`src/inc/ppcr_pkg.sv`:
```
// ****************************************************************
// Constants of the first-stage charge pump control registers
// ****************************************************************
package ppcr_pkg;

  // Register byte type
  typedef logic [7:0] ppcr_byte_t;

  // ****************************************************************
  // Register offsets
  // ****************************************************************
  localparam ppcr_byte_t ADDR_GAIN_CTRL = 8'h1C;
  localparam ppcr_byte_t ADDR_OFFSET_CTRL = 8'h1D;

  // ****************************************************************
  // Field positions of the gain control register
  // ****************************************************************
  localparam int GAIN_PD_BIT = 7;
  localparam int GAIN_RSVD_BIT = 6;
  localparam int GAIN_SINK_BIT = 5;
  localparam int GAIN_X2_BIT = 4;
  localparam int GAIN_CODE_LSB = 0;
  localparam int GAIN_CODE_W = 4;

  // ****************************************************************
  // Field positions of the offset control register
  // ****************************************************************
  localparam int OFS_POL_BIT = 7;
  localparam int OFS_FCV_BIT = 6;
  localparam int OFS_CODE_LSB = 0;
  localparam int OFS_CODE_W = 6;

  // ****************************************************************
  // Reset values, gain write mask and idle read data
  // ****************************************************************
  localparam ppcr_byte_t GAIN_CTRL_RESET = 8'h30;
  localparam ppcr_byte_t OFFSET_CTRL_RESET = 8'h40;
  localparam ppcr_byte_t GAIN_CTRL_WMASK = 8'hBF;
  localparam ppcr_byte_t RDATA_IDLE = 8'h00;

  // ****************************************************************
  // Current scaling, gain in 100uA units, offset in 12.5uA units
  // ****************************************************************
  localparam int GAIN_CUR_W = 5;
  localparam int OFS_CUR_W = 6;
  localparam int TOTAL_CUR_W = 9;
  localparam logic [4:0] GAIN_X2_BASE = 5'h10;
  localparam logic [4:0] GAIN_MAX = 5'h1E;
  localparam logic [5:0] OFS_MAX = 6'h27;
  localparam logic [5:0] OFS_W5 = 6'h10;
  localparam logic [5:0] OFS_W4 = 6'h08;
  localparam logic [5:0] OFS_W3 = 6'h08;
  localparam logic [5:0] OFS_W2 = 6'h04;
  localparam logic [5:0] OFS_W1 = 6'h02;
  localparam logic [5:0] OFS_W0 = 6'h01;

endpackage

```
`src/rtl/ppcr_current_calc.sv`:
```
`timescale 1ns/10ps
// ****************************************************************
// Commanded pump current from gain, step and offset fields
// ****************************************************************
module ppcr_current_calc (
  // Clock and reset
  input wire logic i_clock,
  input wire logic i_arst_n,
  // Stored fields
  input wire logic i_power_down,
  input wire logic i_step_double,
  input wire logic [3:0] i_gain_code,
  input wire logic [5:0] i_offset_code,
  // Commanded currents
  output logic [4:0] o_gain_100ua,
  output logic [5:0] o_offset_12p5ua,
  output logic [8:0] o_total_12p5ua
);

  logic [4:0] gain_d;
  logic [4:0] gain_q;
  logic [5:0] ofs_d;
  logic [5:0] ofs_q;
  logic [8:0] total_d;
  logic [8:0] total_q;
  wire logic [4:0] gain_x1;
  wire logic [4:0] gain_x2;

  // Offset weighting of the six code bits
  function automatic logic [5:0] ofs_weight(input logic [5:0] c);
    ofs_weight = (c[5] ? ppcr_pkg::OFS_W5 : 6'h00) + (c[4] ? ppcr_pkg::OFS_W4 : 6'h00)
      + (c[3] ? ppcr_pkg::OFS_W3 : 6'h00) + (c[2] ? ppcr_pkg::OFS_W2 : 6'h00)
      + (c[1] ? ppcr_pkg::OFS_W1 : 6'h00) + (c[0] ? ppcr_pkg::OFS_W0 : 6'h00);
  endfunction

  // Gain in either step size, power down zeroes all currents
  assign gain_x1 = {1'b0, i_gain_code};
  assign gain_x2 = ppcr_pkg::GAIN_X2_BASE + {1'b0, i_gain_code[2:0], 1'b0};
  assign gain_d = i_power_down ? 5'h00 : (i_step_double ? gain_x2 : gain_x1);
  assign ofs_d = i_power_down ? 6'h00 : ofs_weight(i_offset_code);
  assign total_d = {1'b0, gain_d, 3'b000} + {3'b000, ofs_d};

  // Registered current outputs
  always_ff @(posedge i_clock or negedge i_arst_n) begin
    if (!i_arst_n) begin
      gain_q <= 5'h00;
      ofs_q <= 6'h00;
      total_q <= 9'h000;
    end else begin
      gain_q <= gain_d;
      ofs_q <= ofs_d;
      total_q <= total_d;
    end
  end

  assign o_gain_100ua = gain_q;
  assign o_offset_12p5ua = ofs_q;
  assign o_total_12p5ua = total_q;

  // Unit steps with the multiplier clear
  AST_GAIN_X1: assert property (@(posedge i_clock) disable iff (!i_arst_n)
    (!i_power_down && !i_step_double) |=> (o_gain_100ua == {1'b0, $past(i_gain_code)}))
    else $error("gain mismatch in 100uA steps");

  // Base plus double steps with the multiplier set
  AST_GAIN_X2: assert property (@(posedge i_clock) disable iff (!i_arst_n)
    (!i_power_down && i_step_double) |=>
    (o_gain_100ua == ppcr_pkg::GAIN_X2_BASE + {1'b0, $past(i_gain_code[2:0]), 1'b0}))
    else $error("gain mismatch in 200uA steps");

  // Commanded gain never passes 3mA
  AST_GAIN_MAX: assert property (@(posedge i_clock) disable iff (!i_arst_n)
    o_gain_100ua <= ppcr_pkg::GAIN_MAX)
    else $error("gain current above 3mA");

  // Offset weighted sum and its range
  AST_OFS_SUM: assert property (@(posedge i_clock) disable iff (!i_arst_n)
    !i_power_down |=> (o_offset_12p5ua == ofs_weight($past(i_offset_code)))
    && (o_offset_12p5ua <= ppcr_pkg::OFS_MAX))
    else $error("offset current mismatch");

  // Offset adds onto the pump output
  AST_TOTAL: assert property (@(posedge i_clock) disable iff (!i_arst_n)
    o_total_12p5ua == {1'b0, o_gain_100ua, 3'b000} + {3'b000, o_offset_12p5ua})
    else $error("total current is not gain plus offset");

endmodule

```
`src/rtl/ppcr_top.sv`:
```
`timescale 1ns/10ps
// ****************************************************************
// First-stage loop charge pump control register bank
// ****************************************************************

module ppcr_top (
  // Clock and reset
  input wire logic i_clock,
  input wire logic i_arst_n,
  // Register access port
  input wire logic [7:0] i_reg_addr,
  input wire logic i_reg_write,
  input wire logic [7:0] i_reg_wdata,
  input wire logic i_reg_read,
  output logic [7:0] o_reg_rdata,
  output logic o_reg_rvalid,
  // Pump controls
  output logic o_pump_power_down,
  output logic o_pump_sink_enable,
  output logic o_pump_step_double,
  output logic [3:0] o_pump_gain_code,
  output logic o_control_voltage_polarity,
  output logic o_force_mid_control_voltage,
  output logic [5:0] o_pump_offset_code,
  // Commanded currents
  output logic [4:0] o_pump_gain_100ua,
  output logic [5:0] o_pump_offset_12p5ua,
  output logic [8:0] o_pump_total_12p5ua
);

  // ****************************************************************
  // Declarations
  // ****************************************************************
  logic [7:0] gain_ctrl_q;
  logic [7:0] gain_ctrl_d;
  logic [7:0] ofs_ctrl_q;
  logic [7:0] ofs_ctrl_d;
  logic [7:0] rdata_q;
  logic [7:0] rdata_d;
  logic rvalid_q;
  wire logic hit_gain;
  wire logic hit_ofs;
  wire logic wr_gain;
  wire logic wr_ofs;
  wire logic [7:0] rd_mux;

  // ****************************************************************
  // Address decode
  // ****************************************************************

  // Decode of the two mapped offsets
  assign hit_gain = (i_reg_addr == ppcr_pkg::ADDR_GAIN_CTRL);
  assign hit_ofs = (i_reg_addr == ppcr_pkg::ADDR_OFFSET_CTRL);
  assign wr_gain = i_reg_write && hit_gain;
  assign wr_ofs = i_reg_write && hit_ofs;

  // ****************************************************************
  // Register storage
  // ****************************************************************

  // Next value, reserved bit is masked so it never stores
  assign gain_ctrl_d = wr_gain ? (i_reg_wdata & ppcr_pkg::GAIN_CTRL_WMASK) : gain_ctrl_q;
  assign ofs_ctrl_d = wr_ofs ? i_reg_wdata : ofs_ctrl_q;

  // Gain control register, power up, sink on, double steps, code zero
  always_ff @(posedge i_clock or negedge i_arst_n) begin
    if (!i_arst_n) begin
      gain_ctrl_q <= ppcr_pkg::GAIN_CTRL_RESET;
    end else begin
      gain_ctrl_q <= gain_ctrl_d;
    end
  end

  // Offset control register, positive polarity, forced mid, code zero
  always_ff @(posedge i_clock or negedge i_arst_n) begin
    if (!i_arst_n) begin
      ofs_ctrl_q <= ppcr_pkg::OFFSET_CTRL_RESET;
    end else begin
      ofs_ctrl_q <= ofs_ctrl_d;
    end
  end

  // ****************************************************************
  // Read back
  // ****************************************************************

  // Read select, unmapped offsets answer zero
  assign rd_mux = hit_gain ? gain_ctrl_q : (hit_ofs ? ofs_ctrl_q : ppcr_pkg::RDATA_IDLE);
  assign rdata_d = i_reg_read ? rd_mux : rdata_q;

  // Read data held until the next read
  always_ff @(posedge i_clock or negedge i_arst_n) begin
    if (!i_arst_n) begin
      rdata_q <= ppcr_pkg::RDATA_IDLE;
      rvalid_q <= 1'b0;
    end else begin
      rdata_q <= rdata_d;
      rvalid_q <= i_reg_read;
    end
  end

  assign o_reg_rdata = rdata_q;
  assign o_reg_rvalid = rvalid_q;

  // ****************************************************************
  // Field outputs to the analog pump
  // ****************************************************************

  // Gain register fields
  assign o_pump_power_down = gain_ctrl_q[ppcr_pkg::GAIN_PD_BIT];
  assign o_pump_sink_enable = gain_ctrl_q[ppcr_pkg::GAIN_SINK_BIT];
  assign o_pump_step_double = gain_ctrl_q[ppcr_pkg::GAIN_X2_BIT];
  assign o_pump_gain_code = gain_ctrl_q[ppcr_pkg::GAIN_CODE_LSB +: ppcr_pkg::GAIN_CODE_W];

  // Offset register fields, force stays until the host clears it
  assign o_control_voltage_polarity = ofs_ctrl_q[ppcr_pkg::OFS_POL_BIT];
  assign o_force_mid_control_voltage = ofs_ctrl_q[ppcr_pkg::OFS_FCV_BIT];
  assign o_pump_offset_code = ofs_ctrl_q[ppcr_pkg::OFS_CODE_LSB +: ppcr_pkg::OFS_CODE_W];

  // ****************************************************************
  // Current computation
  // ****************************************************************

  // Registered commanded currents
  ppcr_current_calc u_calc (
    .i_clock(i_clock),
    .i_arst_n(i_arst_n),
    .i_power_down(o_pump_power_down),
    .i_step_double(o_pump_step_double),
    .i_gain_code(o_pump_gain_code),
    .i_offset_code(o_pump_offset_code),
    .o_gain_100ua(o_pump_gain_100ua),
    .o_offset_12p5ua(o_pump_offset_12p5ua),
    .o_total_12p5ua(o_pump_total_12p5ua)
  );

  // ****************************************************************
  // Checks
  // ****************************************************************

  // Power-down bit follows a write to the gain register
  AST_PD_WRITE: assert property (@(posedge i_clock) disable iff (!i_arst_n)
    wr_gain |=> (o_pump_power_down == $past(i_reg_wdata[7])))
    else $error("power down bit did not follow write");

  // Powered down pump commands no current one cycle later
  AST_PD_ZERO: assert property (@(posedge i_clock) disable iff (!i_arst_n)
    o_pump_power_down |=> (o_pump_total_12p5ua == 9'h000))
    else $error("current commanded while powered down");

  // Sink enable follows a write
  AST_SINK_WRITE: assert property (@(posedge i_clock) disable iff (!i_arst_n)
    wr_gain |=> (o_pump_sink_enable == $past(i_reg_wdata[5])))
    else $error("sink enable did not follow write");

  // Step select follows a write
  AST_STEP_WRITE: assert property (@(posedge i_clock) disable iff (!i_arst_n)
    wr_gain |=> (o_pump_step_double == $past(i_reg_wdata[4])))
    else $error("step select did not follow write");

  // Polarity follows a write and is otherwise steady
  AST_POL_WRITE: assert property (@(posedge i_clock) disable iff (!i_arst_n)
    wr_ofs |=> (o_control_voltage_polarity == $past(i_reg_wdata[7])))
    else $error("polarity did not follow write");

  // Force bit follows a write
  AST_FORCE_WRITE: assert property (@(posedge i_clock) disable iff (!i_arst_n)
    wr_ofs |=> (o_force_mid_control_voltage == $past(i_reg_wdata[6])))
    else $error("force bit did not follow write");

  // Force bit only drops through a host write
  AST_FORCE_HOLD: assert property (@(posedge i_clock) disable iff (!i_arst_n)
    (!wr_ofs && o_force_mid_control_voltage) |=> o_force_mid_control_voltage)
    else $error("force bit dropped without a write");

  // Offset code follows a write
  AST_OFS_WRITE: assert property (@(posedge i_clock) disable iff (!i_arst_n)
    wr_ofs |=> (o_pump_offset_code == $past(i_reg_wdata[5:0])))
    else $error("offset code did not follow write");

  // Reserved bit reads as zero after any write
  AST_RSVD_READ: assert property (@(posedge i_clock) disable iff (!i_arst_n)
    (i_reg_read && hit_gain) |=> (o_reg_rvalid && !o_reg_rdata[6]))
    else $error("reserved bit read back nonzero");

  // Gain code read back matches the stored field
  AST_GAIN_READ: assert property (@(posedge i_clock) disable iff (!i_arst_n)
    (i_reg_read && hit_gain && !i_reg_write) |=> (o_reg_rdata[3:0] == o_pump_gain_code))
    else $error("gain code read back mismatch");

  // ****************************************************************
  // Storage checks
  // ****************************************************************

  // Gain code follows a write
  AST_GAIN_CODE_WRITE: assert property (@(posedge i_clock) disable iff (!i_arst_n)
    wr_gain |=> (o_pump_gain_code == $past(i_reg_wdata[3:0])))
    else $error("gain code did not follow write");

  // Reserved bit never holds a one
  AST_RSVD_STORE: assert property (@(posedge i_clock) disable iff (!i_arst_n)
    gain_ctrl_q[ppcr_pkg::GAIN_RSVD_BIT] == 1'b0)
    else $error("reserved bit stored a one");

  // A one written to the reserved bit is dropped
  AST_RSVD_WRITE: assert property (@(posedge i_clock) disable iff (!i_arst_n)
    (wr_gain && i_reg_wdata[6]) |=> !gain_ctrl_q[ppcr_pkg::GAIN_RSVD_BIT])
    else $error("reserved bit took a write");

  // Gain register keeps its value without a write to it
  AST_GAIN_HOLD: assert property (@(posedge i_clock) disable iff (!i_arst_n)
    !wr_gain |=> $stable(gain_ctrl_q))
    else $error("gain register changed without a write");

  // Offset register keeps its value without a write to it
  AST_OFS_HOLD: assert property (@(posedge i_clock) disable iff (!i_arst_n)
    !wr_ofs |=> $stable(ofs_ctrl_q))
    else $error("offset register changed without a write");

  // Sink enable steady between writes
  AST_SINK_HOLD: assert property (@(posedge i_clock) disable iff (!i_arst_n)
    !wr_gain |=> $stable(o_pump_sink_enable))
    else $error("sink enable changed without a write");

  // Step select steady between writes
  AST_STEP_HOLD: assert property (@(posedge i_clock) disable iff (!i_arst_n)
    !wr_gain |=> $stable(o_pump_step_double))
    else $error("step select changed without a write");

  // Gain code steady between writes
  AST_GAIN_CODE_HOLD: assert property (@(posedge i_clock) disable iff (!i_arst_n)
    !wr_gain |=> $stable(o_pump_gain_code))
    else $error("gain code changed without a write");

  // Polarity steady between writes
  AST_POL_HOLD: assert property (@(posedge i_clock) disable iff (!i_arst_n)
    !wr_ofs |=> $stable(o_control_voltage_polarity))
    else $error("polarity changed without a write");

  // Offset code steady between writes
  AST_OFS_CODE_HOLD: assert property (@(posedge i_clock) disable iff (!i_arst_n)
    !wr_ofs |=> $stable(o_pump_offset_code))
    else $error("offset code changed without a write");

  // Force bit never rises without a write
  AST_FORCE_SET: assert property (@(posedge i_clock) disable iff (!i_arst_n)
    (!wr_ofs && !o_force_mid_control_voltage) |=> !o_force_mid_control_voltage)
    else $error("force bit rose without a write");

  // A write with the force bit clear releases the loop
  AST_FORCE_CLEAR: assert property (@(posedge i_clock) disable iff (!i_arst_n)
    (wr_ofs && !i_reg_wdata[6]) |=> !o_force_mid_control_voltage)
    else $error("force bit stayed after a clearing write");

  // ****************************************************************
  // Read port checks
  // ****************************************************************

  // Whole gain register reads back with bit 6 clear
  AST_GAIN_READ_ALL: assert property (@(posedge i_clock) disable iff (!i_arst_n)
    (i_reg_read && hit_gain && !i_reg_write) |=> (o_reg_rdata == {o_pump_power_down, 1'b0,
    o_pump_sink_enable, o_pump_step_double, o_pump_gain_code}))
    else $error("gain register read back mismatch");

  // Read in the same cycle as a write returns the old value
  AST_READ_OLD: assert property (@(posedge i_clock) disable iff (!i_arst_n)
    (i_reg_read && hit_gain) |=> (o_reg_rdata == $past(gain_ctrl_q)))
    else $error("gain read did not return the stored value");

  // Offset register reads back all three fields
  AST_OFS_READ: assert property (@(posedge i_clock) disable iff (!i_arst_n)
    (i_reg_read && hit_ofs && !i_reg_write) |=> (o_reg_rdata == {o_control_voltage_polarity,
    o_force_mid_control_voltage, o_pump_offset_code}))
    else $error("offset register read back mismatch");

  // ****************************************************************
  // Current checks
  // ****************************************************************

  // Powered-down pump commands no gain current
  AST_PD_NO_GAIN: assert property (@(posedge i_clock) disable iff (!i_arst_n)
    o_pump_power_down |=> (o_pump_gain_100ua == 5'h00))
    else $error("gain current while powered down");

  // Powered-down pump commands no offset current
  AST_PD_NO_OFS: assert property (@(posedge i_clock) disable iff (!i_arst_n)
    o_pump_power_down |=> (o_pump_offset_12p5ua == 6'h00))
    else $error("offset current while powered down");

  // Double steps never fall below the 1.6mA base
  AST_STEP_BASE: assert property (@(posedge i_clock) disable iff (!i_arst_n)
    (!o_pump_power_down && o_pump_step_double) |=> (o_pump_gain_100ua >= ppcr_pkg::GAIN_X2_BASE))
    else $error("double step gain below base");

  // Unit steps never pass 1.5mA
  AST_STEP_UNIT: assert property (@(posedge i_clock) disable iff (!i_arst_n)
    (!o_pump_power_down && !o_pump_step_double) |=> (o_pump_gain_100ua <= 5'h0F))
    else $error("unit step gain above 1.5mA");

  // Total current stays within gain and offset maxima
  AST_TOTAL_MAX: assert property (@(posedge i_clock) disable iff (!i_arst_n)
    o_pump_total_12p5ua <= 9'h117)
    else $error("total current above its maximum");

endmodule

```
`config.mk`:
```
export PLATFORM = sky130hd
export DESIGN_NAME = ppcr_top
export DESIGN_NICKNAME = d
export VERILOG_FILES = /design/src/inc/ppcr_pkg.sv /design/src/rtl/ppcr_current_calc.sv /design/src/rtl/ppcr_top.sv
export SDC_FILE = /design/constraint.sdc
export NUM_CORES = 1
export LEC_CHECK = 0
export ABC_AREA = 1
export BUFFER_PORTS_ARGS = -buffer_cell sky130_fd_sc_hd__buf_2
export CORE_ASPECT_RATIO = 0.9
export CORE_MARGIN = 4
export CORE_UTILIZATION = 45
export CTS_CLUSTER_DIAMETER = 60
export DETAILED_ROUTE_END_ITERATION = 10
export MAX_ROUTING_LAYER = met4
export PLACE_DENSITY = 0.73
export SYNTH_ARGS = -nofsm -noshare
export SYNTH_HDL_FRONTEND = slang
export SYNTH_SLANG_ARGS = --single-unit
```
`constraint.sdc`:
```
create_clock -name i_clock -period 1.9 [get_ports i_clock]
set_clock_uncertainty 0.05 [all_clocks]
set_input_delay 0.19 -clock i_clock [delete_from_list [all_inputs] [get_ports i_clock]]
set_output_delay 0.19 -clock i_clock [all_outputs]
set_load 0.01 [all_outputs]
```
* Word level (Yosys, flattened, before mapping)
Index checks and enable logic that the tools add are counted.
Storage, ports and cells: bits in registers 44, bits in writable memories 0, output and inout bits 44, latch bits 0, memories 0, bits of input ports 20, ROM bits 0
Operators by class: add/sub/neg operators 7, shift operators 0, divide/modulo/power cells 0, reductions and logical operators 2, multiply operators 0, bitwise logic cells 0, order comparisons 0, multiplexer cells 11, equal/unequal tests 2
Operators with widths (count):
- $add A6 B6 Y6 | 5
- $eq A8 B5 Y1 const B | 2
- $mux W8 | 2
- $mux W5 | 3
- $add A8 B6 Y9 | 1
- $mux W4 | 2
- $mux W6 | 1
- $add A5 B4 Y5 const A | 1
- $mux W3 | 1
- $logic_and A1 B1 Y1 | 2
- $mux W2 | 1
- $mux W1 | 1

* Logic depth before layout (Yosys ltp)
word-level depth 8, mapped depth 10

* By module
Synthesis repeated with hierarchy kept, for this count alone.
Unflattened totals: cell total of the unflattened synthesis 202, area, all modules 1963.1 sq um
Modules (own cells, without submodules):
- ppcr_top | cells an instance 127, times used 1, area an instance 1203.7 sq um
- ppcr_current_calc | cells an instance 75, times used 1, area an instance 759.5 sq um

* Worst setup path before layout
Ideal clock, no wire load.
path type register to register, start point reg ofs_ctrl_q[3], end point reg u_calc.total_q[7], in the netlist u_calc.o_total_12p5ua[7], arrival 1.746 ns, setup slack 0.025 ns, setup time 0.079 ns, period minus slack after synthesis 1.875 ns, required time 1.771 ns, cell stages (with the launch flop) 10, cells stage by stage dfrtp_1 > ha_1 > ha_1 > inv_1 > nor2_1 > fa_1 > nand2_1 > nand2_1 > nand2_1 > xor2_1
On the way: word-level cells in the longest chain between the ends 7
RTL lines:
- start, declared | line ppcr_top.sv:36 | logic [7:0] ofs_ctrl_q;
- start signal, assigned | line ppcr_top.sv:77 | ofs_ctrl_q <= ppcr_pkg::OFFSET_CTRL_RESET;
- start signal, assigned | line ppcr_top.sv:79 | ofs_ctrl_q <= ofs_ctrl_d;
- $mux W4 | line ppcr_current_calc.sv:32 | + (c[3] ? ppcr_pkg::OFS_W3 : 6'h00) + (c[2] ? ppcr_pkg::OFS_W2 : 6'h00)
- $add A6 B6 Y6 (2 in a row) | line ppcr_current_calc.sv:32
- $add A6 B6 Y6 (2 in a row) | line ppcr_current_calc.sv:33 | + (c[1] ? ppcr_pkg::OFS_W1 : 6'h00) + (c[0] ? ppcr_pkg::OFS_W0 : 6'h00);
- $mux W6 | line ppcr_current_calc.sv:40 | assign ofs_d = i_power_down ? 6'h00 : ofs_weight(i_offset_code);
- named net u_calc.ofs_d[4] | line ppcr_current_calc.sv:22 | logic [5:0] ofs_d;
- $add A8 B6 Y9 | line ppcr_current_calc.sv:41 | assign total_d = {1'b0, gain_d, 3'b000} + {3'b000, ofs_d};
- named net u_calc.total_d[7] | line ppcr_current_calc.sv:24 | logic [8:0] total_d;
- end signal, assigned | line ppcr_current_calc.sv:52 | total_q <= total_d;
- end, declared | line ppcr_current_calc.sv:25 | logic [8:0] total_q;
The timed path passes the listed nets, and every way through them passes these cells. A chain may end at the register's enable or synchronous reset.

* Final worst setup path
start point reg ofs_ctrl_q[4], end point reg u_calc.total_q[7], in the netlist u_calc.o_total_12p5ua[7]
On the way: word-level cells in the longest chain between the ends 8
RTL lines:
- $mux W4 | line ppcr_current_calc.sv:31 | ofs_weight = (c[5] ? ppcr_pkg::OFS_W5 : 6'h00) + (c[4] ? ppcr_pkg::OFS_W4 : 6'h00)
- $add A6 B6 Y6 | line ppcr_current_calc.sv:31
- $add A6 B6 Y6 (2 in a row) | line ppcr_current_calc.sv:32
- $add A6 B6 Y6 (2 in a row) | line ppcr_current_calc.sv:33
- $mux W6 | line ppcr_current_calc.sv:40
- named net u_calc.ofs_d[3] | line ppcr_current_calc.sv:22
- $add A8 B6 Y9 | line ppcr_current_calc.sv:41
- named net u_calc.total_d[7] | line ppcr_current_calc.sv:24
The timed path passes the listed nets, and every way through them passes these cells.

==> impl_metrics.py <==
metrics = {
    "power": {
        "finalPower_mw": 1.96,
        "cellPowerDensity_nw_per_um2": 808,
        "power_leakage_nw": 1.45,
        "peakVddDrop_uv": 390,
    },
    "synthesis": {
        "synth-seq-cells": 41,
        "synth.most_common_cell": "nand2_1",
        "yosysUniqueCellTypes": 24,
        "synth_top_area_share": 0.497,
        "synth_top_flop_cell": "dfrtp_1",
        "ys_seq_area_frac": 0.539,
        "synth_edf_count": 0,
        "yosys-top-cells-area": "dfrtp_1 50%, nand2_1 10%, o21ai_2 6.9%, nand3_1 5.0%, inv_1 4.3%",
        "yosys_warnings": 0,
        "synth_top_cell_by_area": "dfrtp_1",
        "async_flop_share": 1.00,
        "synthesis.nets": 217,
        "synthCells": 191,
        "netlist_area_um2": 1910,
        "synth.avg_cell_area_um2": 10.0,
        "synth_commonest_cells": "52 x nand2_1, 38 x dfrtp_1, 22 x inv_1",
    },
    "setup_path": {
        "crit_path_end_kind": "register",
        "start_kind": "register",
        "cp_data_required_time_ns": 2.06,
        "ff2ff_path_depth": 9,
        "crit_end": "u_calc.o_total_12p5ua[7]",
        "r2r_setup_slack_ns": 0.06,
        "critical_path.max_fanout": 2,
        "cp-startpoint": "ofs_ctrl_q[4]",
        "r2r_start": "ofs_ctrl_q[4]",
        "critPathKind": "register to register",
        "cp.arrival_ns": 2.00,
        "r2r-end": "u_calc.o_total_12p5ua[7]",
    },
    "global_route": {
        "grt_remaining_overflow": 0,
        "grt_pass1_vias": 1457,
        "antenna_found_initial": 0,
        "grt_first_pass_wirelength_mm": 6.67,
        "grt_max_degree": 26,
        "grtUsageTotal": 0.164,
    },
    "sta": {
        "layout_setup_ws_ns": 0.0591,
        "layout_min_cycle_time_ns": 1.84,
        "slew_violations": 0,
        "setup_viol": 0,
        "fin_crit_sh": 0.969,
        "fmax_ghz": 0.543,
        "fin_setup_tns_ns": 0,
        "hold_viol_final": 0,
        "rsz0062_at_grt": "yes",
        "tightest_slew_ns": 0.351,
        "slew_headroom": 0.766,
    },
    "floorplan": {
        "die_x_um": 76.7,
        "row_count": 22,
        "die_area_um2": 5360,
        "ios": 64,
        "coreArea_um2": 4100,
        "die_y_um": 69.8,
        "start_util": 0.466,
    },
    "min_path": {
        "hold_path.class": "input port to register",
    },
    "clock_network": {
        "clock_latency_ns": 0.29,
        "cts_buffers": 5,
        "cts_max_path_buffers": 2,
        "clkTransAtPathRegs_ns": 0.07,
        "cts_tree": "built",
        "clock-sinks": 41,
        "cts_root_buf": "clkbuf_8",
        "htree_levels": 2,
    },
    "detailed_routing": {
        "avgRoutedWirePerCell_um": 12.7,
        "first_iter_violations": 54,
        "drc": 0,
        "ant_nets": 0,
        "viasPerCell": 4.75,
        "dr.pass1.iters": 4,
        "wl_mm": 3.93,
        "vias": 1468,
    },
    "outcome": {
        "status": "complete, no violations",
    },
    "place": {
        "place.port_buffers": 63,
        "dpl.hpwl_mm": 3.00,
        "gp_congestion": 0.759,
        "detailedPlace.worstSlack_ns": -0.0349,
    },
    "finish": {
        "layout.nets": 286,
        "drive_above_1_share": 0.433,
        "fin_util": 0.591,
        "synthToLayoutAreaGrowth_pct": 26.8,
        "diodes": 0,
    },
    "job": {
        "maxCapViolations": 0,
    },
}
==> power by group <==
part | switching, mW | leakage, nW | internal (mW)
registers | 0.0239 | 0.554 | 0.912
clock network | 0.293 | 0.0681 | 0.522
logic | 0.128 | 0.828 | 0.0801
total | 0.445 | 1.45 | 1.51
==> flip-flops by register name, indices dropped and copies added, names as in the netlist <==
name / flops
ofs_ctrl_q: 8
o_reg_rvalid: 1
o_reg_rdata: 8
gain_ctrl_q: 7
u_calc.o_gain_100ua: 5
u_calc.o_offset_12p5ua: 6
u_calc.o_total_12p5ua: 6
==> kinds of logic (layout without fill, tap and decap cells) <==
group           Yosys count  in the layout  synth area share
flops                    41             41             0.539
xor+xnor                  3              3            0.0137
buf+inv                  33            103            0.0851
fa+ha+maj                 6              6            0.0432
simple gates             88             88             0.237
compound gates           20             20            0.0825
==> worst min path at each step <==
stage	startpoint	endpoint	slack [ns]	cells past startpoint
after floorplan	i_arst_n	gain_ctrl_q[0]	-0.16	0
after global placement	i_arst_n	u_calc.o_gain_100ua[1]	0.07	1
after detailed placement	i_arst_n	u_calc.o_total_12p5ua[4]	0.07	1
after CTS	i_reg_wdata[6]	ofs_ctrl_q[6]	0.05	3
after global routing	i_reg_read	o_reg_rvalid	0.06	1
final	i_reg_wdata[6]	ofs_ctrl_q[6]	0.05	3
==> through the flow <==
step / hold WS, ns / cells / cell area, µm²
2_1_floorplan: -0.156 / 191 / 1910
4_1_cts: 0.0535 / 307 / 2390
3_5_place_dp: 0.0650 / 298 / 2250
6_report: 0.0536 / 309 / 2420
5_1_grt: 0.0641 / 309 / 2420
3_3_place_gp: 0.0674 / 298 / 2250
==> final cells by class <==
class                           count  area, µm²
Clock buffer                        5       68.8
Clock inverter                      3       65.1
Fill cell                         357       1680
Inverter                           25       93.8
Multi-Input combinational cell    117        737
Sequential cell                    41       1030
Tap cell                           48       60.1
Timing Repair Buffer               70        370
==> critical path, cell delays in order, from the launching register on <==
cell and delay, ns:
dfrtp_1 0.38, ha_1 0.29, inv_1 0.06, nor2_2 0.04, ha_2 0.20, fa_2 0.39
nand2_1 0.06, nand2_1 0.05, nand2_1 0.08, xor2_1 0.15
==> metal layers <==
metal  up-vias  share of wire  GRT usage  routed length (µm)
met5         -              0          -                   0
met4         0          0.020     0.0724                  79
met3         7          0.063     0.0364                 247
met2        54           0.51      0.279                1980
met1       675           0.41      0.185                1610
li1        732              -          -                   -
==> repair_timing <==
| action | 4_1_cts | 5_1_grt |
|---|---|---|
| endpoints found under the hold margin | 16 | 0 |
| resized for setup | 2 | 5 |
| pin swaps | 0 | 4 |
| buffers inserted | 0 | 2 |
| hold buffers | 1 | 0 |
| endpoints found under the setup margin | 2 | 2 |
==> cells in the final DEF, fill, tap and decap left out <==
cell type	instances
nand2_1	52
clkinv_2	1
buf_2	63
fa_2	1
o21ai_2	16
nor2_4	1
bufinv_16	2
inv_1	22
nor2_1	5
nand3_1	19
buf_4	6
dfstp_2	3
nand2_4	1
nand3_4	2
a31oi_1	1
clkbuf_8	5
xor2_1	3
inv_2	2
nand2_2	3
nor2_2	2
ha_2	1
o21ai_1	1
dlygate4sd3_1	1
a21oi_2	1
ha_1	4
clkinv_1	1
o21ai_0	1
nor2_8	3
dfrtp_1	38
No activity file was read; power rests on OpenSTA's default activity.
